**src/hdl/sxc_pkg.sv**
```systemverilog
// package for the static memory controller: timing, pin bundles, states
// assumes a 200 MHz clock driving the controller
package sxc_pkg;

    // ------------------------------------------------------------
    // geometry
    // ------------------------------------------------------------
    localparam int ADDR_W = 23;
    localparam int DATA_W = 8;

    // ------------------------------------------------------------
    // timing in printed units, and cycle counts derived from them
    // ------------------------------------------------------------
    localparam int CLK_PERIOD_PS     = 5000;
    localparam int ADDRESS_ACCESS_NS = 12;
    localparam int OE_ACCESS_NS      = 7;
    localparam int WRITE_SETUP_NS    = 9;
    localparam int DATA_SETUP_NS     = 7;
    localparam int TURNOFF_NS        = 7;
    localparam int CYCLE_TIME_NS     = 12;
    localparam int POWERUP_WAIT_US   = 100;

    // least times round up
    localparam int READ_CYC  = (ADDRESS_ACCESS_NS * 1000 + CLK_PERIOD_PS - 1) / CLK_PERIOD_PS + 1;
    localparam int WRITE_CYC = ((WRITE_SETUP_NS > TURNOFF_NS + DATA_SETUP_NS ? WRITE_SETUP_NS
                               : TURNOFF_NS + DATA_SETUP_NS) * 1000 + CLK_PERIOD_PS - 1) / CLK_PERIOD_PS;
    localparam int GAP_CYC   = (CYCLE_TIME_NS * 1000 + CLK_PERIOD_PS - 1) / CLK_PERIOD_PS;
    localparam int POWERUP_CYC_DEF = (POWERUP_WAIT_US * 1000000 + CLK_PERIOD_PS - 1) / CLK_PERIOD_PS;
    localparam int CNT_W = 16;

    // ------------------------------------------------------------
    // reset values
    // ------------------------------------------------------------
    localparam logic [CNT_W-1:0] CNT_RESET = 16'h0000;

    // ------------------------------------------------------------
    // bundles and states
    // ------------------------------------------------------------
    typedef struct packed {
        logic              write;
        logic [ADDR_W-1:0] addr;
        logic [DATA_W-1:0] wdata;
    } sxc_req_t;

    typedef struct packed {
        logic              chip_select_low;
        logic              chip_select_high;
        logic              output_enable_n;
        logic              write_enable_n;
        logic [ADDR_W-1:0] address_bus;
    } sxc_pins_t;

    typedef enum logic [2:0] {
        ST_POWERUP,
        ST_IDLE,
        ST_READ,
        ST_WRITE,
        ST_GAP
    } sxc_state_t;

endpackage

```
**src/hdl/sxc_ctrl.sv**
```systemverilog
// controller for an asynchronous 8M x 8 static memory, driving its pins
// assumes one 200 MHz clock, the memory wired straight to the pin ports
// one byte per request; windows never run back to back, idle pins follow each one
// limitation: the data pin driver lives outside, fed by data_bus_out and data_bus_oe
`timescale 1ns/10ps
module sxc_ctrl
    import sxc_pkg::*;
#(
    parameter int POWERUP_CYC = POWERUP_CYC_DEF
) (
    // clock and reset
    input  wire logic              clk,
    input  wire logic              reset_n,
    // user request side
    input  wire logic              req_valid,
    input  wire sxc_pkg::sxc_req_t req,
    output logic                   req_ready,
    output logic                   rd_valid,
    output logic [sxc_pkg::DATA_W-1:0] rd_data,
    // memory pins
    output sxc_pkg::sxc_pins_t     pins,
    input  wire logic [sxc_pkg::DATA_W-1:0] data_bus_in,
    output logic [sxc_pkg::DATA_W-1:0] data_bus_out,
    output logic                   data_bus_oe
);
    import sxc_pkg::*;

    // ------------------------------------------------------------
    // pin input synchroniser, three stages
    // ------------------------------------------------------------
    logic [DATA_W-1:0] din_s1_r, din_s2_r, din_s3_r;
    logic              din_agree;

    // stage 1 may be metastable, so only stage 2 reads it
    always_ff @(posedge clk) begin
        din_s1_r <= data_bus_in;
        din_s2_r <= din_s1_r;
        din_s3_r <= din_s2_r;
    end

    // a read value counts once stages 2 and 3 agree
    assign din_agree = (din_s2_r == din_s3_r);

    // ------------------------------------------------------------
    // sequencer
    // ------------------------------------------------------------
    sxc_state_t        st_r, st_nxt;
    logic [CNT_W-1:0]  cnt_r, cnt_nxt;
    sxc_pins_t         pins_r, pins_nxt;
    logic [DATA_W-1:0] dout_r, dout_nxt;
    logic              oe_r, oe_nxt;
    logic              rdy_r, rdy_nxt;
    logic              rv_r, rv_nxt;
    logic [DATA_W-1:0] rd_r, rd_nxt;

    // ------------------------------------------------------------
    // helpers
    // ------------------------------------------------------------
    // idle pins: deselected both ways so the memory sits in standby
    function automatic sxc_pins_t idle_pins(input logic [ADDR_W-1:0] a);
        sxc_pins_t p;
        p.chip_select_low  = 1'b1;
        p.chip_select_high = 1'b0;
        p.output_enable_n  = 1'b1;
        p.write_enable_n   = 1'b1;
        p.address_bus      = a;
        return p;
    endfunction

    // end-of-count test shared by every timed state; counts never go negative
    function automatic logic cnt_reached(input logic [CNT_W-1:0] c, input int last);
        return 32'(c) >= last;
    endfunction

    // write: window of WRITE_CYC cycles, then GAP_CYC cycles of idle pins
    // read: READ_CYC access plus two synchroniser stages before the capture
    // next-state logic
    always_comb begin
        st_nxt   = st_r;
        cnt_nxt  = cnt_r;
        pins_nxt = pins_r;
        dout_nxt = dout_r;
        oe_nxt   = oe_r;
        rdy_nxt  = 1'b0;
        rv_nxt   = 1'b0;
        rd_nxt   = rd_r;
        case (st_r)
            ST_POWERUP: begin
                cnt_nxt = cnt_r + 16'h0001;
                if (cnt_reached(cnt_r, POWERUP_CYC - 1)) begin
                    st_nxt  = ST_IDLE;
                    rdy_nxt = 1'b1;
                end
            end
            // take one request per cycle of shown ready
            ST_IDLE: begin
                rdy_nxt = 1'b1;
                if (req_valid && rdy_r) begin
                    rdy_nxt = 1'b0;
                    cnt_nxt = CNT_RESET;
                    pins_nxt.address_bus = req.addr;
                    pins_nxt.chip_select_low  = 1'b0;
                    pins_nxt.chip_select_high = 1'b1;
                    if (req.write) begin
                        pins_nxt.write_enable_n = 1'b0;
                        pins_nxt.output_enable_n = 1'b1;
                        dout_nxt = req.wdata;
                        oe_nxt   = 1'b1;
                        st_nxt   = ST_WRITE;
                    end else begin
                        pins_nxt.output_enable_n = 1'b0;
                        pins_nxt.write_enable_n  = 1'b1;
                        oe_nxt = 1'b0;
                        st_nxt = ST_READ;
                    end
                end
            end
            ST_READ: begin
                cnt_nxt = cnt_r + 16'h0001;
                // capture on agreement; a bus that never settles is taken a cycle late instead of hanging
                if (cnt_reached(cnt_r, READ_CYC + 1) && (din_agree || cnt_reached(cnt_r, READ_CYC + 2))) begin
                    rv_nxt   = 1'b1;
                    rd_nxt   = din_s3_r;
                    pins_nxt = idle_pins(pins_r.address_bus);
                    cnt_nxt  = CNT_RESET;
                    st_nxt   = ST_GAP;
                end
            end
            ST_WRITE: begin
                cnt_nxt = cnt_r + 16'h0001;
                // window long enough for write setup and for turn-off plus data setup
                if (cnt_reached(cnt_r, WRITE_CYC - 1)) begin
                    // all strobes drop together, address kept
                    pins_nxt = idle_pins(pins_r.address_bus);
                    cnt_nxt  = CNT_RESET;
                    st_nxt   = ST_GAP;
                end
            end
            ST_GAP: begin
                oe_nxt  = 1'b0; // release one cycle after the window, zero hold met
                // gap counts from window end, so spacing holds for reads and writes alike
                cnt_nxt = cnt_r + 16'h0001;
                if (cnt_reached(cnt_r, GAP_CYC - 1)) begin
                    st_nxt  = ST_IDLE;
                    rdy_nxt = 1'b1;
                end
            end
            // illegal code: restart the power-up wait, the safe choice
            default: begin
                st_nxt   = ST_POWERUP;
                cnt_nxt  = CNT_RESET;
                pins_nxt = idle_pins({ADDR_W{1'b0}});
                oe_nxt   = 1'b0;
            end
        endcase
    end

    // ------------------------------------------------------------
    // state registers
    // ------------------------------------------------------------
    // plain registering; every decision sits in the next-state logic
    always_ff @(posedge clk) begin
        if (!reset_n) begin
            st_r   <= ST_POWERUP;
            cnt_r  <= CNT_RESET;
            pins_r <= idle_pins({ADDR_W{1'b0}});
            dout_r <= 8'h00;
            oe_r   <= 1'b0;
            rdy_r  <= 1'b0;
            rv_r   <= 1'b0;
            rd_r   <= 8'h00;
        end else begin
            st_r   <= st_nxt;
            cnt_r  <= cnt_nxt;
            pins_r <= pins_nxt;
            dout_r <= dout_nxt;
            oe_r   <= oe_nxt;
            rdy_r  <= rdy_nxt;
            rv_r   <= rv_nxt;
            rd_r   <= rd_nxt;
        end
    end

    // ------------------------------------------------------------
    // outputs
    // ------------------------------------------------------------
    // pins change only at edges, so window edges lie whole periods apart
    // outputs straight from flops
    assign pins         = pins_r;
    assign data_bus_out = dout_r;
    assign data_bus_oe  = oe_r;
    assign req_ready    = rdy_r;
    assign rd_valid     = rv_r;
    assign rd_data      = rd_r;

endmodule

```
**config.mk**
```make
export PLATFORM = sky130hd
export DESIGN_NAME = sxc_ctrl
export DESIGN_NICKNAME = d
export VERILOG_FILES = /design/src/hdl/sxc_pkg.sv /design/src/hdl/sxc_ctrl.sv
export SDC_FILE = /design/constraint.sdc
export NUM_CORES = 1
export LEC_CHECK = 0
export BUFFER_PORTS_ARGS = -buffer_cell sky130_fd_sc_hd__buf_4
export CAP_MARGIN = 10
export CELL_PAD_IN_SITES_DETAIL_PLACEMENT = 1
export CELL_PAD_IN_SITES_GLOBAL_PLACEMENT = 1
export CORE_MARGIN = 2
export CORE_UTILIZATION = 35
export DETAILED_ROUTE_END_ITERATION = 6
export PLACE_DENSITY_LB_ADDON = 0.1
export SLEW_MARGIN = 0
export SYNTH_ARGS = -nofsm -noshare
export SYNTH_HDL_FRONTEND = slang
export SYNTH_SLANG_ARGS = --single-unit
```
**constraint.sdc**
```tcl
create_clock -name clk -period 2 [get_ports clk]
set_clock_uncertainty 0.1 [all_clocks]
set_input_delay 0.4 -clock clk [delete_from_list [all_inputs] [get_ports clk]]
set_output_delay 0.4 -clock clk [all_outputs]
set_load 0.02 [all_outputs]
```
### Word-level counts from Yosys, hierarchy flattened

Cells that the tools add are included.

| cells by class | value |
|---|---|
| $add $sub $neg | 1 |
| magnitude comparators | 4 |
| equality and inequality tests | 10 |
| muxes and demuxes | 24 |
| bitwise gates (word level) | 4 |
| reductions and logical operators | 13 |

Operator list:

| cell | number |
|---|---|
| $pmux 27 s4 | 1 |
| $mux 27 | 3 |
| $pmux 16 s4 | 1 |
| $mux 16 | 3 |
| $ge 16x3->1 const B | 2 |
| $add 16x1->16 const B | 1 |
| $ge 16x15->1 const B | 1 |
| $ge 16x2->1 const B | 1 |
| $mux 3 | 5 |
| $pmux 3 s5 | 1 |
| $ne 2x2->1 const B | 5 |
| $eq 8x8->1 | 1 |
| $reduce_and 4->1 | 2 |
| $mux 1 | 7 |
| $eq 3x2->1 const B | 2 |
| $reduce_and 2->1 | 3 |
| $reduce_and 5->1 | 1 |
| $not 1->1 | 4 |
| $eq 3x1->1 const B | 1 |
| $eq 3x3->1 const B | 1 |
| $logic_not 3->1 | 1 |
| $pmux 1 s3 | 1 |
| $reduce_and 3->1 | 1 |
| $reduce_or 3->1 | 1 |
| other kinds (5) | 6 |

| storage, ports and cells | value |
|---|---|
| register bits after elaboration | 89 |
| input bits | 43 |
| output and inout bits | 46 |
| word-level logic and storage cells | 71 |

### Depth between registers and ports, before layout

Gate-level depths: netlist (run 1).

| logic depth | value |
|---|---|
| depth after elaboration | 5 |
| depth in mapped cells | 9 |
| gate-level depth less buffers | 8 |

### Worst setup path after synthesis (run 1)

Ideal clock, no wire load.

| path | value |
|---|---|
| path kind | register to register |
| start | register cnt_r[9] |
| end | register cnt_r[10] |
| library setup time | 93 ps |
| arrival time | 1792 ps |
| data required time | 1807 ps |
| path slack | 15 ps |
| stages on the path, launching flop included | 9 |
| path buffers | 2 |
| period minus slack after synthesis | 1985 ps |
| cell sequence | dfxtp_1 -> buf_2 -> nor4_1 -> nand4_1 -> o32a_1 -> nand2_2 -> o21ai_2 -> buf_6 -> o311ai_2 |

| on the way | value |
|---|---|
| cells in the longest elaborated chain, start to end | 5 |
| elaborated cells on any way between the ends | 9 |
| classes of those cells | add/sub (1); order compare (3); mux (3); reduce/logical (2) |

Ends and longest elaborated chain:

| item | line | text |
|---|---|---|
| start, declared | sxc_ctrl.sv:48 | `logic [CNT_W-1:0] cnt_r, cnt_nxt;` |
| start signal, assigned | sxc_ctrl.sv:174 | `cnt_r <= cnt_nxt;` |
| $ge 16x3->1 | sxc_ctrl.sv:72 | `return 32'(c) >= last;` |
| $logic_or 1x1->1 | sxc_ctrl.sv:121 | `if (cnt_reached(cnt_r, READ_CYC + 1) && (din_agree \|\| cnt_reached(cnt_r, READ_CYC + 2))) begin` |
| $logic_and 1x1->1 | sxc_ctrl.sv:121 |  |
| $mux 16 | sxc_ctrl.sv:121 |  |
| $pmux 16 s4 * | sxc_ctrl.sv:87 | `case (st_r)` |

Every way passes the cells marked *; elsewhere a longest branch is shown, timed or not.
A chain may end at the register's enable or synchronous reset.

### Final worst setup path (run 1)

| path | value |
|---|---|
| start | register cnt_r[15] |
| end | register rdy_r, in the netlist req_ready |

| on the way | value |
|---|---|
| cells in the longest elaborated chain, start to end | 3 |
| elaborated cells on any way between the ends | 5 |
| classes of those cells | order compare (2); mux (3) |

Ends and longest elaborated chain:

| item | line | text |
|---|---|---|
| $ge 16x2->1 or $ge 16x15->1 (tied branches) | sxc_ctrl.sv:72 |  |
| $mux 1, on equally long branches | sxc_ctrl.sv:143, sxc_ctrl.sv:90 |  |
| $pmux 1 s3 * | sxc_ctrl.sv:87 |  |
| end signal, assigned | sxc_ctrl.sv:178 | `rdy_r <= rdy_nxt;` |
| end, declared | sxc_ctrl.sv:52 | `logic rdy_r, rdy_nxt;` |

Marked as above.

==> results.toml, run 1 <==
[detailed_routing]
routed_wl_mm = 10.3
vias_per_cell = 5.08
ant_nets = 0
first_pass_iters = 4
vias = 3325
drc = 0
drt_iter0_drc = 118
wire_per_inst_um = 15.8

[global_routing]
antenna_found_initial = 0
gr-total-overflow = 0
grt_use_total_pct = 19.1
grt_pass1_vias = 3401
grt_max_degree = 33
grt_first_pass_wirelength_mm = 16.9

[timing]
relSlewSlack_pct = 53.7
fmax_mhz = 486
min_period_ns = 2.06
finalWorstSetupSlack_ns = -0.0573
timing.final.crit_share_pct = 103
final_max_slew_viol_count = 0
setup_violations = 1
rsz0062_at_grt = "yes"
final-hold-violation-count = 0
worstMarginPinSlew_ns = 0.694

[critical_path]
crit_type = "flop to flop"
cp_cell_sequence = "nor4_4 > nand4_1 > buf_4 > nor3_1 > buf_4 > a21o_1 > nor3_1 > o21a_1"
max_stage_delay_ns = 0.35
cpMaxStageDelayCell = "dfxtp_2"
cp_max_fo = 4
worst-endpoint-required_ns = 2.14
end_kind = "flop"
arrival_ns = 2.20
reg2reg_slack_ns = -0.06
critPathLaunchType = "flop"

[clock_network]
clk_pin_slew_ns = 0.10
cts_max_path_buffers = 2
cts_buffers = 9
clkLatencyLatePin_ns = 0.37
cts_tree = "built"
ctsHoldBuffers = 0
clockRootBuffer = "clkbuf_8"
ctsHtreeMaxLevel = 3
clock_sinks = 89

[floorplanning]
die_h_um = 104
dieArea_um2 = 10800
rows = 36
coreArea_um2 = 9730
ioPinCount = 89
start_util_pct = 36.0
die_x_um = 104

[yosys]
synth-edff-count = 0
synthTopCellsByCount = "89 x dfxtp_1, 68 x nand2_1, 32 x nand3_1"
yosysWarningCount = 0
async_reset_ff_share_pct = 0
syn_area_per_cell_um2 = 8.90
ys_seq_area_share_pct = 50.9
ys.flop_type = "dfxtp_1"
synth_most_common_cell = "dfxtp_1"
synthCells = 393
synthesis.nets = 440
ys_seq_elements = 89
synth_top_area_share_pct = 50.9
synth_cell_types = 47
netlist_area_um2 = 3500
synthTopCellsByArea = "dfxtp_1 51%, nand2_1 7.3%, mux2i_1 4.9%, nand3_1 4.6%, a21oi_1 4.1%"
synth_top_area_cell = "dfxtp_1"

[run]
cap_violations = 0

[cells_and_area]
area_growth_pct = 42.5
fin_cells = 654
num_antenna_cells = 0
nets = 563
post-route-util_pct = 51.2
drive_above_1_share_pct = 34.9

[status]
violations = "setup timing"
status = "complete, but fails checks"

[place]
dp_hpwl_mm = 7.09
io_buffers = 88
globalplace.congestion = 0.812
place_inst = 632

[hold_path]
min_path_type = "input pin to flop"

[power_and_ir_drop]
irDropWorstVdd_mv = 0.453
p_leak_uw = 0.00204
power_density_nw_per_um2 = 660
path summary, 6_finish.rpt:
kind | cells past startpoint | start | endpoint
setup / recovery | 8 | cnt_r[15] | req_ready
hold / removal | 1 | data_bus_in[6] | din_s1_r[6]
setup reg to reg | 8 | cnt_r[15] | req_ready
hold reg to reg | 0 | din_s1_r[5] | din_s2_r[5]
flip-flops by register name, indices dropped and copies added (netlist names):
signal / cells
st_r: 3
cnt_r: 16
data_bus_oe: 1
rd_valid: 1
data_bus_out: 8
din_s1_r: 8
rd_data: 8
pins: 27
din_s2_r: 8
req_ready: 1
din_s3_r: 8
layer usage:
metal | global-route usage (%) | up-vias | part of all wire (%)
met5 | 0 | - | 0
met4 | 6.18 | 0 | 1.2
met3 | 5.14 | 13 | 4.9
met2 | 32.8 | 71 | 50
met1 | 23.2 | 1619 | 44
li1 | - | 1622 | -
stage by stage:
| step | setup slack (ns) | area [um2] | power, uW | hold slack (ns) | TNS (ns) |
|---|---|---|---|---|---|
| 6_report | -0.0573 | 4980 | 3290 | 0.0420 | -0.0573 |
| 2_1_floorplan | 0.0150 | 3500 | 1930 | 0.210 | 0 |
| 4_1_cts | -0.00121 | 4900 | 3320 | 0.0185 | -0.00165 |
| 5_1_grt | -0.116 | 4980 | 3440 | 0.0150 | -0.417 |
| 3_5_place_dp | -0.185 | 4560 | 2040 | 0.213 | -2.68 |
| 3_3_place_gp | -0.0914 | 4560 | 2030 | 0.211 | -0.952 |
where the power goes:
group	switching, uW	total [uW]	internal, uW
sequential	19.6	1820	1800
clock	659	1270	613
combinational	97.2	199	102
layout by cell type (no fill, tap or decap), types with 2 or more instances in the layout:
cell,n
buf_4,129
dfxtp_1,82
nand2_1,68
nand3_1,31
a21oi_1,27
nor2_1,19
mux2i_1,17
nor3_1,11
xnor2_1,10
clkbuf_8,10
o21ai_1,8
o21ai_0,7
and3_1,7
o211ai_1,7
inv_1,6
dfxtp_2,5
nand4_1,4
a31oi_1,4
ha_1,4
a21o_1,3
nand2b_1,3
o2111ai_1,3
o311ai_2,3
clkinvlp_4,3
buf_12,3
nor4_4,2
nor2_2,2
a21oi_2,2
a211oi_1,2
o21ai_4,2
xor2_1,2
o21a_1,2
dfxtp_4,2
buf_6,2
final cells by class:
type | instances | area (um2)
Fill cell | 1154 | 4740
Clock buffer | 10 | 138
Tap cell | 133 | 166
Multi-Input combinational cell | 274 | 1730
Timing Repair Buffer | 135 | 1060
Clock inverter | 6 | 66.3
Sequential cell | 89 | 1800
Inverter | 7 | 26.3
cells by family after synthesis:
logic type	count (synthesis)	share of synthesized area, %
simple gates	160	21.0
flops	89	50.9
compound gates	80	14.9
buf+inv	31	3.86
mux	17	4.86
xor+xnor	12	3.00
fa+ha+maj	4	1.43
critical path: cells and delay by family (launching register included):
kind / cells / cell delay (ns)
flops: 1 / 0.35
compound gates: 2 / 0.32
simple gates: 4 / 0.78
buf+inv: 2 / 0.39
what timing repair did:
| item | in CTS | in global routing |
|---|---|---|
| buffers inserted | 3 | 2 |
| gates cloned | 2 | 0 |
| setup endpoints to repair | 30 | 42 |
| gates resized for setup | 20 | 24 |
| pin swaps | 9 | 17 |
(Power assumes the default switching activity.)
==> run 2, diff against run 1 <==
Clock period 2 ns to 1.72 ns, I/O delays scaled along.
==> results.toml, run 2 (synthesis results as in run 1) <==
[timing]
setup_violations = 33
relSlewSlack_pct = 73.4
final-hold-violation-count = 0
worstMarginPinSlew_ns = 0.399
final_max_slew_viol_count = 0
min_period_ns = 2.21
timing.final.crit_share_pct = 128
finalWorstSetupSlack_ns = -0.486
fmax_mhz = 453
rsz0062_at_grt = "yes"

[floorplanning]
rows = 36
coreArea_um2 = 9730
ioPinCount = 89
dieArea_um2 = 10800
die_x_um = 104
die_h_um = 104
start_util_pct = 36.0

[detailed_routing]
vias_per_cell = 5.10
drt_iter0_drc = 138
ant_nets = 0
wl_met2_mm = 6.04
routed_wl_mm = 11.9
top_layer_used = "met4"
wl_met1_mm = 5.03
first_pass_iters = 6
vias = 3488
wire_per_inst_um = 17.4
drc = 0
met3_wirelength_um = 655

[power_and_ir_drop]
irDropWorstVdd_mv = 0.506
p_leak_uw = 0.00231
power_density_nw_per_um2 = 753

[critical_path]
worst-endpoint-required_ns = 1.90
cp_max_fo = 7
critPathBufInv = 1
cp_top_family = "compound AO/OA/AOI/OAI gates"
max_stage_delay_ns = 0.47
arrival_ns = 2.38
cpMaxStageDelayCell = "o32a_1"
crit_type = "flop to flop"
end_kind = "flop"
critPathLaunchType = "flop"
cp_cell_sequence = "nor4_4 > nand4_1 > o32a_1 > nand2_4 > o21ai_4 > buf_6 > o311ai_2"

[global_routing]
gr-total-overflow = 0
antenna_found_initial = 0
grt_max_degree = 31
grt_use_total_pct = 21.3
grt_pass1_vias = 3674
grt_first_pass_wirelength_mm = 18.5

[cells_and_area]
final_common_cell = "buf_4"
area_growth_pct = 60.3
num_antenna_cells = 0
layout_common_cells = "140 x buf_4, 74 x dfxtp_1, 67 x nand2_1"
drive_above_1_share_pct = 43.9
fill_cells = 1118
largest_reg_flops = 27
post-route-util_pct = 57.7
nets = 593

[clock_network]
clkLatencyLatePin_ns = 0.37
clk_pin_slew_ns = 0.10
clock_sinks = 89
cts_tree = "built"
cts_buffers = 9
clockRootBuffer = "clkbuf_8"
cts_max_path_buffers = 2
ctsHtreeMaxLevel = 3

[status]
status = "complete, but fails checks"
violations = "setup timing"

[place]
dp_slack_ns = -0.352
io_buffers = 88
dp_hpwl_mm = 7.50
globalplace.congestion = 0.829

[run]
cap_violations = 0

[hold_path]
min_path_type = "input pin to flop"
run 2: metal layers:
metal	vias up	track usage (%)
met4	0	6.27
met5	-	0
met1	1697	25.0
met2	88	37.7
li1	1686	-
met3	17	5.89
run 2: worst register-to-register path, stage by stage (launching register included):
cell,delay (ns)
dfxtp_4,0.37
nor4_4,0.36
nand4_1,0.22
o32a_1,0.47
nand2_4,0.14
o21ai_4,0.08
buf_6,0.15
o311ai_2,0.22
run 2: area by class of cell:
| type | count | area (um2) | area share (%) |
|---|---|---|---|
| clock buffer | 10 | 138 | 2.45 |
| clock inverter | 6 | 115 | 2.05 |
| inverter | 7 | 28.8 | 0.513 |
| multi-input combinational | 273 | 1900 | 33.9 |
| sequential | 89 | 1810 | 32.2 |
| tap | 133 | 166 | 2.97 |
| timing repair buffer | 166 | 1450 | 25.9 |
run 2: where the power goes:
part / total, uW / leakage (uW) / switching (uW) / internal (uW)
Sequential: 2120 / 0.000732 / 25.9 / 2090
Clock: 1790 / 0.000123 / 784 / 1010
Combinational: 308 / 0.00145 / 141 / 167
run 2: final timing paths:
kind / slack (ns) / start / depth (start not counted) / end
worst min register to register: 0.23 / din_s1_r[7] / 0 / din_s2_r[7]
worst min-delay path: 0.11 / req[6] / 3 / data_bus_out[6]
worst max-delay path: -0.49 / cnt_r[9] / 7 / cnt_r[10]
worst max register to register: -0.49 / cnt_r[9] / 7 / cnt_r[10]
run 2: stage by stage:
step	TNS [ns]	hold slack, ns	instance area, um2	total power, uW	instances
final	-11.04	0.109	5610	4220	684
after global routing	-12.89	0.115	5610	4370	684
after CTS	-4.30	0.0985	5340	4240	677
after detailed placement	-8.46	0.216	4740	2400	646
after global placement	-5.02	0.210	4740	2390	646
after floorplan	-2.59	0.210	3540	2250	393
run 2: what timing repair did:
action,4_1_cts,5_1_grt
hold endpoints to repair,8,0
pin swaps,22,21
gates cloned,1,3
gates resized for setup,50,38
setup buffers,6,7
hold buffers,8,0
setup endpoints to repair,33,49
==> run 3, diff against run 2 <==
Settings changed: BUFFER_PORTS_ARGS -buffer_cell sky130_fd_sc_hd__buf_4 to -buffer_cell sky130_fd_sc_hd__buf_2.
==> results.toml, run 3 (synthesis results as in run 1) <==
[floorplanning]
start_util_pct = 36.0
rows = 36
die_h_um = 104
die_x_um = 104
dieArea_um2 = 10800
coreArea_um2 = 9730
ioPinCount = 89

[detailed_routing]
drc = 0
wire_per_inst_um = 16.0
top_layer_used = "met4"
drt_iter0_drc = 96
vias_per_cell = 5.06
ant_nets = 0
first_pass_iters = 4
met3_wirelength_um = 442
wl_met2_mm = 5.43
wl_met1_mm = 4.79
routed_wl_mm = 10.8
vias = 3412

[critical_path]
critPathLaunchType = "flop"
cp_max_fo = 6
crit_type = "flop to flop"
end_kind = "flop"
arrival_ns = 2.18
reg2reg_slack_ns = -0.30
worst-endpoint-required_ns = 1.88

[power_and_ir_drop]
p_leak_uw = 0.00215
irDropWorstVdd_mv = 0.508
power_density_nw_per_um2 = 759
total_power_uw = 3840

[global_routing]
grt_use_total_pct = 20.2
antenna_found_initial = 0
grt_first_pass_wirelength_mm = 17.7
grt_max_degree = 26
gr-total-overflow = 0
grt_pass1_vias = 3619

[timing]
whs_ns = 0.101
final-hold-violation-count = 0
timing.final.crit_share_pct = 117
fmax_mhz = 495
rsz0062_at_grt = "yes"
relSlewSlack_pct = 70.4
min_period_ns = 2.02
setup_violations = 32
setup_tns_ns = -5.91
worstMarginPinSlew_ns = 0.443
finalWorstSetupSlack_ns = -0.298
final_max_slew_viol_count = 0

[clock_network]
clockRootBuffer = "clkbuf_8"
cts_buffers = 9
cts_tree = "built"
clkLatencyLatePin_ns = 0.37
cts_max_path_buffers = 2
ctsHtreeMaxLevel = 3
clock_sinks = 89
clk_pin_slew_ns = 0.10

[run]
cap_violations = 0

[status]
status = "complete, but fails checks"
violations = "setup timing"

[cells_and_area]
largest_reg_flops = 27
layout_common_cells = "88 x buf_2, 73 x dfxtp_1, 67 x nand2_1"
drive_above_1_share_pct = 40.5
final_common_cell = "buf_2"
fill_cells = 1154
post-route-util_pct = 52.0
num_antenna_cells = 0
area_growth_pct = 44.6
design_area_um2 = 5060
nets = 583

[place]
placed_area_um2 = 4480
globalplace.congestion = 0.800
io_buffers = 88
dp_hpwl_mm = 7.23

[hold_path]
min_path_type = "input pin to flop"
run 3: cell types whose count changed in the layout (fill, tap and decap cells not counted), sizes merged:
| cell | change |
|---|---|
| buf | -7 |
| inv | +5 |
| clkbuf | -4 |
| bufinv | -3 |
| clkinvlp | -1 |
run 3: layout make-up:
class,count,area (um2),share of cell area (%)
Sequential cell,89,1810,35.8
Multi-Input combinational cell,273,1800,35.6
Timing Repair Buffer,156,1060,20.9
Tap cell,133,166,3.29
Clock buffer,9,124,2.45
Clock inverter,7,68.8,1.36
Inverter,7,28.8,0.569
run 3: layer usage:
| metal | track usage, % | vias up |
|---|---|---|
| li1 | - | 1655 |
| met1 | 24.3 | 1679 |
| met2 | 36.3 | 68 |
| met3 | 5.33 | 10 |
| met4 | 4.34 | 0 |
| met5 | 0 | - |
run 3: what timing repair did:
item / in CTS / in global routing
resized for setup: 52 / 13
cloned: 0 / 0
pin swaps: 18 / 13
endpoints found under the setup margin: 55 / 61
hold buffers: 8 / 0
setup buffers: 8 / 1
hold endpoints to repair: 8 / 0
run 3: worst paths after layout:
check               endpoint         from  cells past startpoint
min          data_bus_out[0]       req[0]                      3
min reg2reg      din_s2_r[4]  din_s1_r[4]                      0
max                 pins[23]    cnt_r[14]                      7
max reg2reg         pins[23]    cnt_r[14]                      7
run 3: through the flow:
step / setup slack (ns) / std cells
6_report: -0.298 / 674
3_5_place_dp: -0.356 / 643
5_1_grt: -0.356 / 674
4_1_cts: -0.250 / 674
3_3_place_gp: -0.295 / 643
2_1_floorplan: -0.163 / 393
run 3: critical path: stages, from the launching register on:
cell and delay, ns:
dfxtp_4 0.38, nor4_4 0.34, nand4_1 0.17, o32a_1 0.35, nand2_2 0.16, buf_6 0.15, o21bai_1 0.09, a21o_1 0.18
run 3: report_power, final:
| group | total, uW | switching [uW] | internal (uW) |
|---|---|---|---|
| combinational | 282 | 136 | 146 |
| sequential | 2120 | 27.7 | 2100 |
| clock | 1440 | 865 | 572 |
